### src/ssr_consts.vh
// Constants for the clocked synchronous serial unit: register map, field layout,
// reset values and serial clock timing.
// Assumes inclusion by bare name from the design file.
`ifndef SSR_CONSTS_VH
`define SSR_CONSTS_VH

// Register word addresses.
`define SSR_ADDR_CTRL   2'h0
`define SSR_ADDR_STATUS 2'h1
`define SSR_ADDR_RXBUF  2'h2
`define SSR_ADDR_TXBUF  2'h3

// Control register fields.
`define SSR_CTRL_TXON   0
`define SSR_CTRL_RXON   1
`define SSR_CTRL_EMPTY_IEN 2
`define SSR_CTRL_RX_IEN    3
`define SSR_CTRL_DONE_IEN  4
`define SSR_CTRL_CLKINT 5
`define SSR_CTRL_RST    6'h00

// Status register fields.
`define SSR_ST_TXEMPTY  0
`define SSR_ST_RXFULL   1
`define SSR_ST_OVERRUN  2
`define SSR_ST_FRAMING  3
`define SSR_ST_PARITY   4
`define SSR_ST_TXDONE   5

// Character and serial clock figures.
`define SSR_LAST_BIT    3'h7
`define SSR_SCLK_HALF_NS 60
`define SSR_CLK_NS      5
`define SSR_ZERO8       8'h00

// Interrupt code for the highest pending request.
`define SSR_PRI_NONE    3'h0
`define SSR_PRI_FAULT   3'h1
`define SSR_PRI_RXFULL  3'h2
`define SSR_PRI_TXEMPTY 3'h3
`define SSR_PRI_TXDONE  3'h4

`endif

### src/ssr_serial_unit.v
// Clocked synchronous serial unit: shared transmit/receive engine, status
// flags, four interrupt request levels and transfer controller handshakes.
// Assumes one system clock, a simple strobe register port and an outside
// interrupt controller that arbitrates channels.
//
// Added by the designer: the address-and-strobe port and the register addresses.
`timescale 1ns/1ps
`default_nettype none
`include "ssr_consts.vh"

module ssr_serial_unit
(
  // System clock and reset.
  input  wire       mclk,
  input  wire       rst_n,
  // Register port.
  input  wire [1:0] regAddr,
  input  wire [7:0] regWrData,
  input  wire       regWr,
  input  wire       regRd,
  output wire [7:0] regRdData,
  // Transfer controller port.
  input  wire       xferRxRead,
  output wire [7:0] xferRxData,
  input  wire       xferTxWrite,
  input  wire [7:0] xferTxData,
  output wire       xferRxReq,
  output wire       xferTxReq,
  // Serial link pins.
  input  wire       sclkIn,
  output wire       sclkOut,
  output wire       sclkOe,
  input  wire       rxd,
  output wire       txd,
  // Interrupt requests.
  output wire       rxFullIrq,
  output wire       txEmptyIrq,
  output wire       rxFaultIrq,
  output wire       txDoneIrq,
  output wire [2:0] irqTop
);

  localparam integer SCLK_HALF_I = (`SSR_SCLK_HALF_NS + `SSR_CLK_NS - 1) / `SSR_CLK_NS;
  localparam [7:0]   SCLK_HALF   = SCLK_HALF_I[7:0];

  localparam ST_IDLE = 1'b0;
  localparam ST_BUSY = 1'b1;

  reg  [5:0] ctrl_ff;
  reg        txEmpty_ff;
  reg        rxFull_ff;
  reg        overrun_ff;
  reg        framing_ff;
  reg        parity_ff;
  reg        txDone_ff;
  reg  [7:0] rxShift_ff;
  reg  [7:0] rxBuf_ff;
  reg  [7:0] txBuf_ff;
  reg  [7:0] txShift_ff;
  reg        txd_ff;
  reg  [2:0] bitCnt_ff;
  reg        state_ff;
  reg        txMode_ff;
  reg  [7:0] rdData_ff;
  reg        sclkGen_ff;
  reg  [7:0] divCnt_ff;
  reg        sclkMeta_ff;
  reg        sclkSync_ff;
  reg        sclkLast_ff;
  reg        rxdMeta_ff;
  reg        rxdSync_ff;

  reg  [7:0] nxt_rxShift;
  reg  [7:0] nxt_rxBuf;
  reg  [7:0] nxt_txShift;
  reg        nxt_txd;
  reg  [2:0] nxt_bitCnt;
  reg        nxt_state;
  reg        nxt_txMode;
  reg        nxt_txEmpty;
  reg        nxt_rxFull;
  reg        nxt_overrun;
  reg        nxt_txDone;
  reg        hwSetFull;
  reg        hwSetOvr;
  reg        hwSetEmpty;
  reg        hwSetDone;

  wire txOn     = ctrl_ff[`SSR_CTRL_TXON];
  wire rxOn     = ctrl_ff[`SSR_CTRL_RXON];
  wire clkInt   = ctrl_ff[`SSR_CTRL_CLKINT];
  wire errAny   = overrun_ff | framing_ff | parity_ff;
  wire wrCtrl   = regWr && (regAddr == `SSR_ADDR_CTRL);
  wire wrStatus = regWr && (regAddr == `SSR_ADDR_STATUS);
  wire wrTxBuf  = regWr && (regAddr == `SSR_ADDR_TXBUF);

  // Serial clock and data input synchronisers.
  always @(posedge mclk)
  begin
    if (!rst_n)
    begin
      sclkMeta_ff <= 1'b1;
      sclkSync_ff <= 1'b1;
      sclkLast_ff <= 1'b1;
      rxdMeta_ff  <= 1'b1;
      rxdSync_ff  <= 1'b1;
    end
    else
    begin
      sclkMeta_ff <= sclkIn;
      sclkSync_ff <= sclkMeta_ff;
      sclkLast_ff <= sclkSync_ff;
      rxdMeta_ff  <= rxd;
      rxdSync_ff  <= rxdMeta_ff;
    end
  end

  // Internal clock generator; the line idles high between characters.
  wire halfTick = (divCnt_ff == SCLK_HALF - 8'h01);

  always @(posedge mclk)
  begin
    if (!rst_n)
    begin
      divCnt_ff  <= `SSR_ZERO8;
      sclkGen_ff <= 1'b1;
    end
    else if (!clkInt || state_ff == ST_IDLE)
    begin
      divCnt_ff  <= `SSR_ZERO8;
      sclkGen_ff <= 1'b1;
    end
    else if (halfTick)
    begin
      divCnt_ff  <= `SSR_ZERO8;
      sclkGen_ff <= ~sclkGen_ff;
    end
    else
    begin
      divCnt_ff <= divCnt_ff + 8'h01;
    end
  end

  wire extRise = !clkInt && sclkSync_ff && !sclkLast_ff;
  wire extFall = !clkInt && !sclkSync_ff && sclkLast_ff;
  wire intRise = clkInt && state_ff == ST_BUSY && halfTick && !sclkGen_ff;
  wire intFall = clkInt && state_ff == ST_BUSY && halfTick && sclkGen_ff;
  wire sRise   = (extRise || intRise) && state_ff == ST_BUSY;
  wire sFall   = (extFall || intFall) && state_ff == ST_BUSY;

  wire canTx   = txOn && !txEmpty_ff;
  wire canRx   = rxOn && !txOn;
  wire aborted = txMode_ff ? !txOn : !rxOn;

  // Shared transfer engine; transmit and receive run on one clock.
  always @*
  begin
    nxt_rxShift = rxShift_ff;
    nxt_rxBuf   = rxBuf_ff;
    nxt_txShift = txShift_ff;
    nxt_txd     = txd_ff;
    nxt_bitCnt  = bitCnt_ff;
    nxt_state   = state_ff;
    nxt_txMode  = txMode_ff;
    hwSetFull   = 1'b0;
    hwSetOvr    = 1'b0;
    hwSetEmpty  = 1'b0;
    hwSetDone   = 1'b0;
    case (state_ff)
      ST_IDLE:
      begin
        if (!errAny && (canTx || canRx))
        begin
          nxt_state  = ST_BUSY;
          nxt_bitCnt = 3'h0;
          nxt_txMode = txOn;
          if (canTx)
          begin
            nxt_txShift = txBuf_ff;
            hwSetEmpty  = 1'b1;
          end
        end
      end
      ST_BUSY:
      begin
        if (aborted)
        begin
          nxt_state = ST_IDLE;
        end
        else
        begin
          if (sFall && txMode_ff)
          begin
            nxt_txd     = txShift_ff[0];
            nxt_txShift = {1'b0, txShift_ff[7:1]};
          end
          if (sRise)
          begin
            nxt_rxShift = {rxdSync_ff, rxShift_ff[7:1]};
            nxt_bitCnt  = bitCnt_ff + 3'h1;
            if (bitCnt_ff == `SSR_LAST_BIT)
            begin
              if (rxOn)
              begin
                if (!rxFull_ff)
                begin
                  nxt_rxBuf = nxt_rxShift;
                  hwSetFull = 1'b1;
                end
                else
                begin
                  hwSetOvr = 1'b1;
                end
              end
              if (txMode_ff)
              begin
                if (!txEmpty_ff && !hwSetOvr)
                begin
                  nxt_txShift = txBuf_ff;
                  hwSetEmpty  = 1'b1;
                end
                else
                begin
                  hwSetDone = 1'b1;
                  nxt_state = ST_IDLE;
                end
              end
              else if (hwSetOvr || !rxOn)
              begin
                nxt_state = ST_IDLE;
              end
            end
          end
        end
      end
      default:
      begin
        nxt_state = ST_IDLE;
      end
    endcase
  end

  // Status flags; a hardware set wins over a clear in the same cycle.
  wire swClrEmpty = (wrStatus && !regWrData[`SSR_ST_TXEMPTY]) || xferTxWrite;
  wire swClrFull  = (wrStatus && !regWrData[`SSR_ST_RXFULL]) || xferRxRead;
  wire swClrOvr   = wrStatus && !regWrData[`SSR_ST_OVERRUN];
  wire txOff      = wrCtrl && !regWrData[`SSR_CTRL_TXON];

  always @*
  begin
    nxt_txEmpty = txEmpty_ff;
    nxt_txDone  = txDone_ff;
    if (swClrEmpty)
    begin
      nxt_txEmpty = 1'b0;
      nxt_txDone  = 1'b0;
    end
    if (hwSetEmpty || txOff)
    begin
      nxt_txEmpty = 1'b1;
    end
    if (hwSetDone || txOff)
    begin
      nxt_txDone = 1'b1;
    end
    nxt_rxFull = (rxFull_ff && !swClrFull) || hwSetFull;
    nxt_overrun = (overrun_ff && !swClrOvr) || hwSetOvr;
  end

  always @(posedge mclk)
  begin
    if (!rst_n)
    begin
      ctrl_ff    <= `SSR_CTRL_RST;
      txEmpty_ff <= 1'b1;
      rxFull_ff  <= 1'b0;
      overrun_ff <= 1'b0;
      framing_ff <= 1'b0;
      parity_ff  <= 1'b0;
      txDone_ff  <= 1'b1;
      rxShift_ff <= `SSR_ZERO8;
      rxBuf_ff   <= `SSR_ZERO8;
      txBuf_ff   <= `SSR_ZERO8;
      txShift_ff <= `SSR_ZERO8;
      txd_ff     <= 1'b1;
      bitCnt_ff  <= 3'h0;
      state_ff   <= ST_IDLE;
      txMode_ff  <= 1'b0;
    end
    else
    begin
      if (wrCtrl)
      begin
        ctrl_ff <= regWrData[5:0];
      end
      if (wrTxBuf)
      begin
        txBuf_ff <= regWrData;
      end
      else if (xferTxWrite)
      begin
        txBuf_ff <= xferTxData;
      end
      if (wrStatus && !regWrData[`SSR_ST_FRAMING])
      begin
        framing_ff <= 1'b0;
      end
      if (wrStatus && !regWrData[`SSR_ST_PARITY])
      begin
        parity_ff <= 1'b0;
      end
      txEmpty_ff <= nxt_txEmpty;
      txDone_ff  <= nxt_txDone;
      rxFull_ff  <= nxt_rxFull;
      overrun_ff <= nxt_overrun;
      rxShift_ff <= nxt_rxShift;
      rxBuf_ff   <= nxt_rxBuf;
      txShift_ff <= txOff ? `SSR_ZERO8 : nxt_txShift;
      txd_ff     <= nxt_txd;
      bitCnt_ff  <= nxt_bitCnt;
      state_ff   <= nxt_state;
      txMode_ff  <= nxt_txMode;
    end
  end

  // Register read data, valid the cycle after the read strobe.
  always @(posedge mclk)
  begin
    if (!rst_n)
    begin
      rdData_ff <= `SSR_ZERO8;
    end
    else if (regRd)
    begin
      case (regAddr)
        `SSR_ADDR_CTRL:   rdData_ff <= {2'b00, ctrl_ff};
        `SSR_ADDR_STATUS: rdData_ff <= {2'b00, txDone_ff, parity_ff, framing_ff,
                                        overrun_ff, rxFull_ff, txEmpty_ff};
        `SSR_ADDR_RXBUF:  rdData_ff <= rxBuf_ff;
        `SSR_ADDR_TXBUF:  rdData_ff <= txBuf_ff;
        default:          rdData_ff <= `SSR_ZERO8;
      endcase
    end
    else
    begin
      rdData_ff <= `SSR_ZERO8;
    end
  end

  // Interrupt request levels, one line each.
  assign rxFullIrq  = rxFull_ff && ctrl_ff[`SSR_CTRL_RX_IEN];
  assign rxFaultIrq = errAny && ctrl_ff[`SSR_CTRL_RX_IEN];
  assign txEmptyIrq = txEmpty_ff && ctrl_ff[`SSR_CTRL_EMPTY_IEN];
  assign txDoneIrq  = txDone_ff && ctrl_ff[`SSR_CTRL_DONE_IEN];

  // Only the data requests may start the transfer controller.
  assign xferRxReq = rxFullIrq;
  assign xferTxReq = txEmptyIrq;

  assign irqTop = rxFaultIrq ? `SSR_PRI_FAULT :
                  rxFullIrq  ? `SSR_PRI_RXFULL :
                  txEmptyIrq ? `SSR_PRI_TXEMPTY :
                  txDoneIrq  ? `SSR_PRI_TXDONE : `SSR_PRI_NONE;

  assign regRdData  = rdData_ff;
  assign xferRxData = rxBuf_ff;
  assign txd        = txd_ff;
  assign sclkOut    = sclkGen_ff;
  assign sclkOe     = clkInt;

endmodule // ssr_serial_unit
`default_nettype wire

### config.mk
export PLATFORM = sky130hd
export DESIGN_NAME = ssr_serial_unit
export DESIGN_NICKNAME = d
export VERILOG_FILES = /design/src/ssr_serial_unit.v
export VERILOG_INCLUDE_DIRS = /design/src
export SDC_FILE = /design/constraint.sdc
export NUM_CORES = 1
export LEC_CHECK = 0
export BUFFER_PORTS_ARGS = -buffer_cell sky130_fd_sc_hd__buf_2
export CAP_MARGIN = 20
export CORE_ASPECT_RATIO = 0.5
export CORE_MARGIN = 3
export CORE_UTILIZATION = 45
export CTS_BUF_LIST = sky130_fd_sc_hd__clkbuf_4
export CTS_CLUSTER_SIZE = 12
export DETAILED_ROUTE_END_ITERATION = 8
export GPL_ROUTABILITY_DRIVEN = 1
export HOLD_SLACK_MARGIN = 0.15
export PLACE_DENSITY = 0.77
export SYNTH_ARGS = -nofsm -noshare
export SYNTH_HDL_FRONTEND = slang
export SYNTH_SLANG_ARGS = --single-unit
export TNS_END_PERCENT = 30
### constraint.sdc
create_clock -name mclk -period 4.4 [get_ports mclk]
set_input_delay 0.88 -clock mclk [delete_from_list [all_inputs] [get_ports mclk]]
set_output_delay 0.88 -clock mclk [all_outputs]
set_load 0.1 [all_outputs]
==> run summary <==
Counting the buffers created by CTS gives 9. The number of cells on the worst hold path is 1. By area, the combinational part of the netlist is dominated by simple AND/OR/NAND/NOR gates.

The H-tree was split into 3 levels. The setup path with the least slack is of type flop to output pin. Of the total synthesized cell area, the portion taken by full adders, half adders and majority gates is 1.16%. TritonCTS built the clock tree. The tools report the kind of end point of the critical path as an output pin. The total of max-cap violations is 0. Headroom to the max-slew limit came out at 38.1%. The number of buffers and inverters on the critical path is 2. The stage delay of the slowest cell on the critical path is 550 ps, and the total of hold buffers inserted after clock tree synthesis is 0. In this run, placement finished with an instance count of 456.

Buffer type at the clock tree root: clkbuf_4. STA puts the critical path data required time at 3520 ps. The worst setup path is launched from a flop. In this run the number of cells on the critical path is 5. VDD sags by at most 111 uV. The total core area was 6810 sq um; the areal power density over the cells was 323 nW/um^2. Setup violations remaining at the end of the flow were counted as 0.

The signal on the critical path passes through nand2_1, inv_1, nor2_1, nor2_1, buf_2. From synthesis to final layout, the design area changed by 11.1%. The run gives 8280 sq um as the die outline area. Routability-driven placement finished with a final weighted congestion of 0.953. The die is 65.9 um tall. In this run the tool buffered the top-level ports with 53 buffer cells. The gate count of the mapped netlist came out at 333. The violation count after the first detailed-routing iteration is 230. The area fraction in compound gates after synthesis was 18.6%.

The tools report the source of the worst hold timing path as sclkMeta_ff. Number of hold violations in the final report: 0. The tools report the total number of placement rows as 21. In this run the remaining antenna-violating nets after routing total 0. For the total setup buffers inserted after CTS, the log shows 0. The mean instance size in the synthesized netlist works out to 9.69 sq um. For this run, design rule violations remaining after detail routing come to 0.

For the sequential fraction of the synthesis area, the log shows 42.8%. The number of placed I/O pins is 54, and the simple-gate share of the synthesized area is 20.8%. The startpoint identified for the worst register-to-register timing path is divCnt_ff[5]. The logs give 0 for the total congestion overflow after global routing and 615 for the fill cell total of the finished layout. The total number of nets in the final design came out at 404. The die boundary width came out at 126 um.

For this run, the leading register cell type out of synthesis is dfxtp_1. The async set or reset register ratio after synthesis was 0%. Across the whole layout, storage elements account for 1380 sq um.

The part of the cycle the worst path needs came out at 59.9%. In the final layout, the multi-input gates occupy 1670 sq um. The tools report the fmax as 0.379 GHz. The number of cell instances on the worst register-to-register path works out to 5.

In this run the register-to-register setup slack is 1950 ps. The netlist uses 58 different library cells. The later pin in the worst-skew pair is clocked with a latency of 420 ps.

The largest net degree at the start of global routing is 57. In this run, synthesis produced a sequential element count of 69. Dividing the detail-routed via count by the number of cells gives 5.44. The sink count of the clock tree was 69; the non-filler instance count after layout was 472. Adding up every negative setup slack in the final design gives 0 ps. For hold timing, the worst endpoint is sclkSync_ff. In the final routed layout, each cell accounts on average for 15.0 um. For this run, the total global-route usage over all layers was measured as 18.1%. In this run the worst hold path is classified as flop to flop. At the worst endpoint, the arrival time is 1760 ps. The cell area after synthesis is 3230 sq um, and the XOR/XNOR share of the synthesized area is 1.90%. Worst-case clock skew: 19.8 ps. The clock passes through at most 2 buffers. Detailed routing inserted a total of 2568 vias. In the final layout, the share of cells above drive strength 1 is 25.8%.

The net count after synthesis is 362, and the multiplexer fraction of the synthesized cell area is 9.38%. The flow ran to the end, and the final reports show no timing, DRC or antenna violations. Setup repair after global routing left no endpoint under its margin. Final hold analysis gives a worst-case slack of 417 ps. Yosys mapped a number of flops with a built-in enable equal to 0. The first TritonRoute pass finished after 5 iterations. The analysis attributes to cell leakage a power of 1.49 nW. The most frequent cell on the critical path is nor2_1. The number of warning messages in the yosys log is 0.

Total inserted antenna cells: 0. The largest individual stage delay along the critical path comes from the cell dfxtp_1. Wires add up to 7090 um. The run gives 11800 um as the wire length of the first global-routing pass. The endpoint identified for the worst register-to-register timing path is xferRxData[2]. The initial antenna violation count came out at 0.

Of all nets on the critical path, the largest fanout is 8. For this configuration, the core starts out at a cell density of 47.4%. The max-slew violation count is 0, and the clock transition at the register clock pins on the worst setup and hold paths after CTS is 100 ps. Grouping stages by cell kind, the critical path spends the most delay in flip-flops. For the via count of the first global-routing pass, the log shows 2417. Post-CTS repair changed the size of 0 cells.

The run gives 5250 um as the detailed placer's ending HPWL. The clock period minus worst slack was 2640 ps. For the pin with the worst max-slew slack, the measured transition is 929 ps.
==> state kept, by name (all words and copies together), names as in the netlist, 3 cells and up <==
register / flops
txShift_ff: 8
xferRxData: 8
txBuf_ff: 8
rxShift_ff: 7
divCnt_ff: 8
ctrl_ff: 6
regRdData: 8
bitCnt_ff: 3
==> cells in the final DEF, fill, tap and decap left out, drive strengths merged, types with 3 or more instances in the layout <==
cell,count
and2,7
nand2,40
a311oi,3
nand3b,4
nor2,24
a21boi,9
o21ai,17
clkbuf,9
and3,4
nand2b,6
xnor2,5
o211a,10
o221a,10
clkinvlp,3
nor2b,14
inv,5
dfxtp,69
a21oi,7
buf,53
nor3,3
mux2i,19
clkinv,3
nand3,21
ha,3
mux4,4
==> report_power, final <==
part / internal, W / switching (W) / total, W
Clock: 0.000169 / 0.000227 / 0.000396
Combinational: 0.0000405 / 0.0000674 / 0.000108
Sequential: 0.000639 / 0.0000169 / 0.000656
==> per-stage QoR <==
stage               util (%)  setup slack, ps  total power, W  cell area [sq um]
floorplan                  -              388        0.000749               3230
global placement        50.7             1940        0.000776               3450
detailed placement      50.7             1900        0.000777               3450
CTS                     52.7             1750         0.00117               3590
global route            52.7             1630         0.00121               3590
finish                  52.7             1760         0.00116               3590
==> synthesized netlist by cell type (2+ instances only) <==
cell | instances | area share [%]
a21boi_0 | 9 | 2.1
a21oi_1 | 6 | 0.93
a22oi_1 | 2 | 0.47
a311oi_1 | 2 | 0.54
and2_1 | 7 | 1.4
and3_1 | 3 | 0.58
buf_2 | 2 | 0.31
buf_4 | 2 | 0.47
buf_6 | 5 | 1.7
clkbuf_1 | 9 | 1.0
dfxtp_1 | 69 | 43
ha_1 | 3 | 1.2
inv_1 | 5 | 0.58
mux2_2 | 2 | 0.70
mux2i_1 | 19 | 5.9
mux4_2 | 4 | 2.8
nand2_1 | 39 | 4.5
nand2b_1 | 5 | 0.97
nand3_1 | 21 | 3.3
nand3b_1 | 4 | 0.93
nand4_1 | 2 | 0.39
nor2_1 | 24 | 2.8
nor2b_1 | 14 | 2.7
nor3_1 | 3 | 0.47
o211a_1 | 10 | 3.1
o21a_1 | 2 | 0.47
o21ai_0 | 13 | 2.0
o21ai_1 | 2 | 0.31
o221a_2 | 9 | 3.1
or3b_2 | 2 | 0.54
or4_4 | 2 | 0.70
xnor2_1 | 5 | 1.4
xor2_1 | 2 | 0.54
==> area by class of cell <==
type	count	share of cell area, %
clock inverter	7	1.85
inverter	5	0.523
multi-input combinational	237	46.6
tap	92	3.21
clock buffer	9	1.88
sequential	69	38.5
timing repair buffer	53	7.40
==> worst max-delay path by stage <==
stage	from	to	slack (ps)
floorplan	rxFull_ff	irqTop[0]	390
global placement	regAddr[0]	txShift_ff[7]	1940
detailed placement	regAddr[0]	txShift_ff[7]	1900
CTS	txEmpty_ff	irqTop[1]	1750
global route	txEmpty_ff	irqTop[1]	1630
finish	txEmpty_ff	irqTop[1]	1760
==> logic make-up (layout without fill, tap and decap cells) <==
kind of cell / count (synthesis) / after routing
adder cells (fa/ha/maj): 3 / 3
AO/OA/AOI/OAI: 70 / 70
multiplexers: 25 / 25
XOR/XNOR: 7 / 7
flip-flops: 69 / 69
buffers and inverters: 27 / 74
AND/OR/NAND/NOR: 132 / 132
==> worst reg2reg max path, cell delays in order (launching register included) <==
cell      delay [ps]
dfxtp_1          360
or4_4            570
or4_4            610
a211oi_4         590
nand3_1          160
o21ai_0          110
==> layer usage <==
layer	track usage [%]	vias to the layer above	part of all wire, %
met4	4.95	0	1.1
met3	6.05	7	7.5
met5	0	-	0
li1	-	1282	-
met1	24.3	1202	47
met2	28.0	77	44
(Power assumes the default switching activity.)
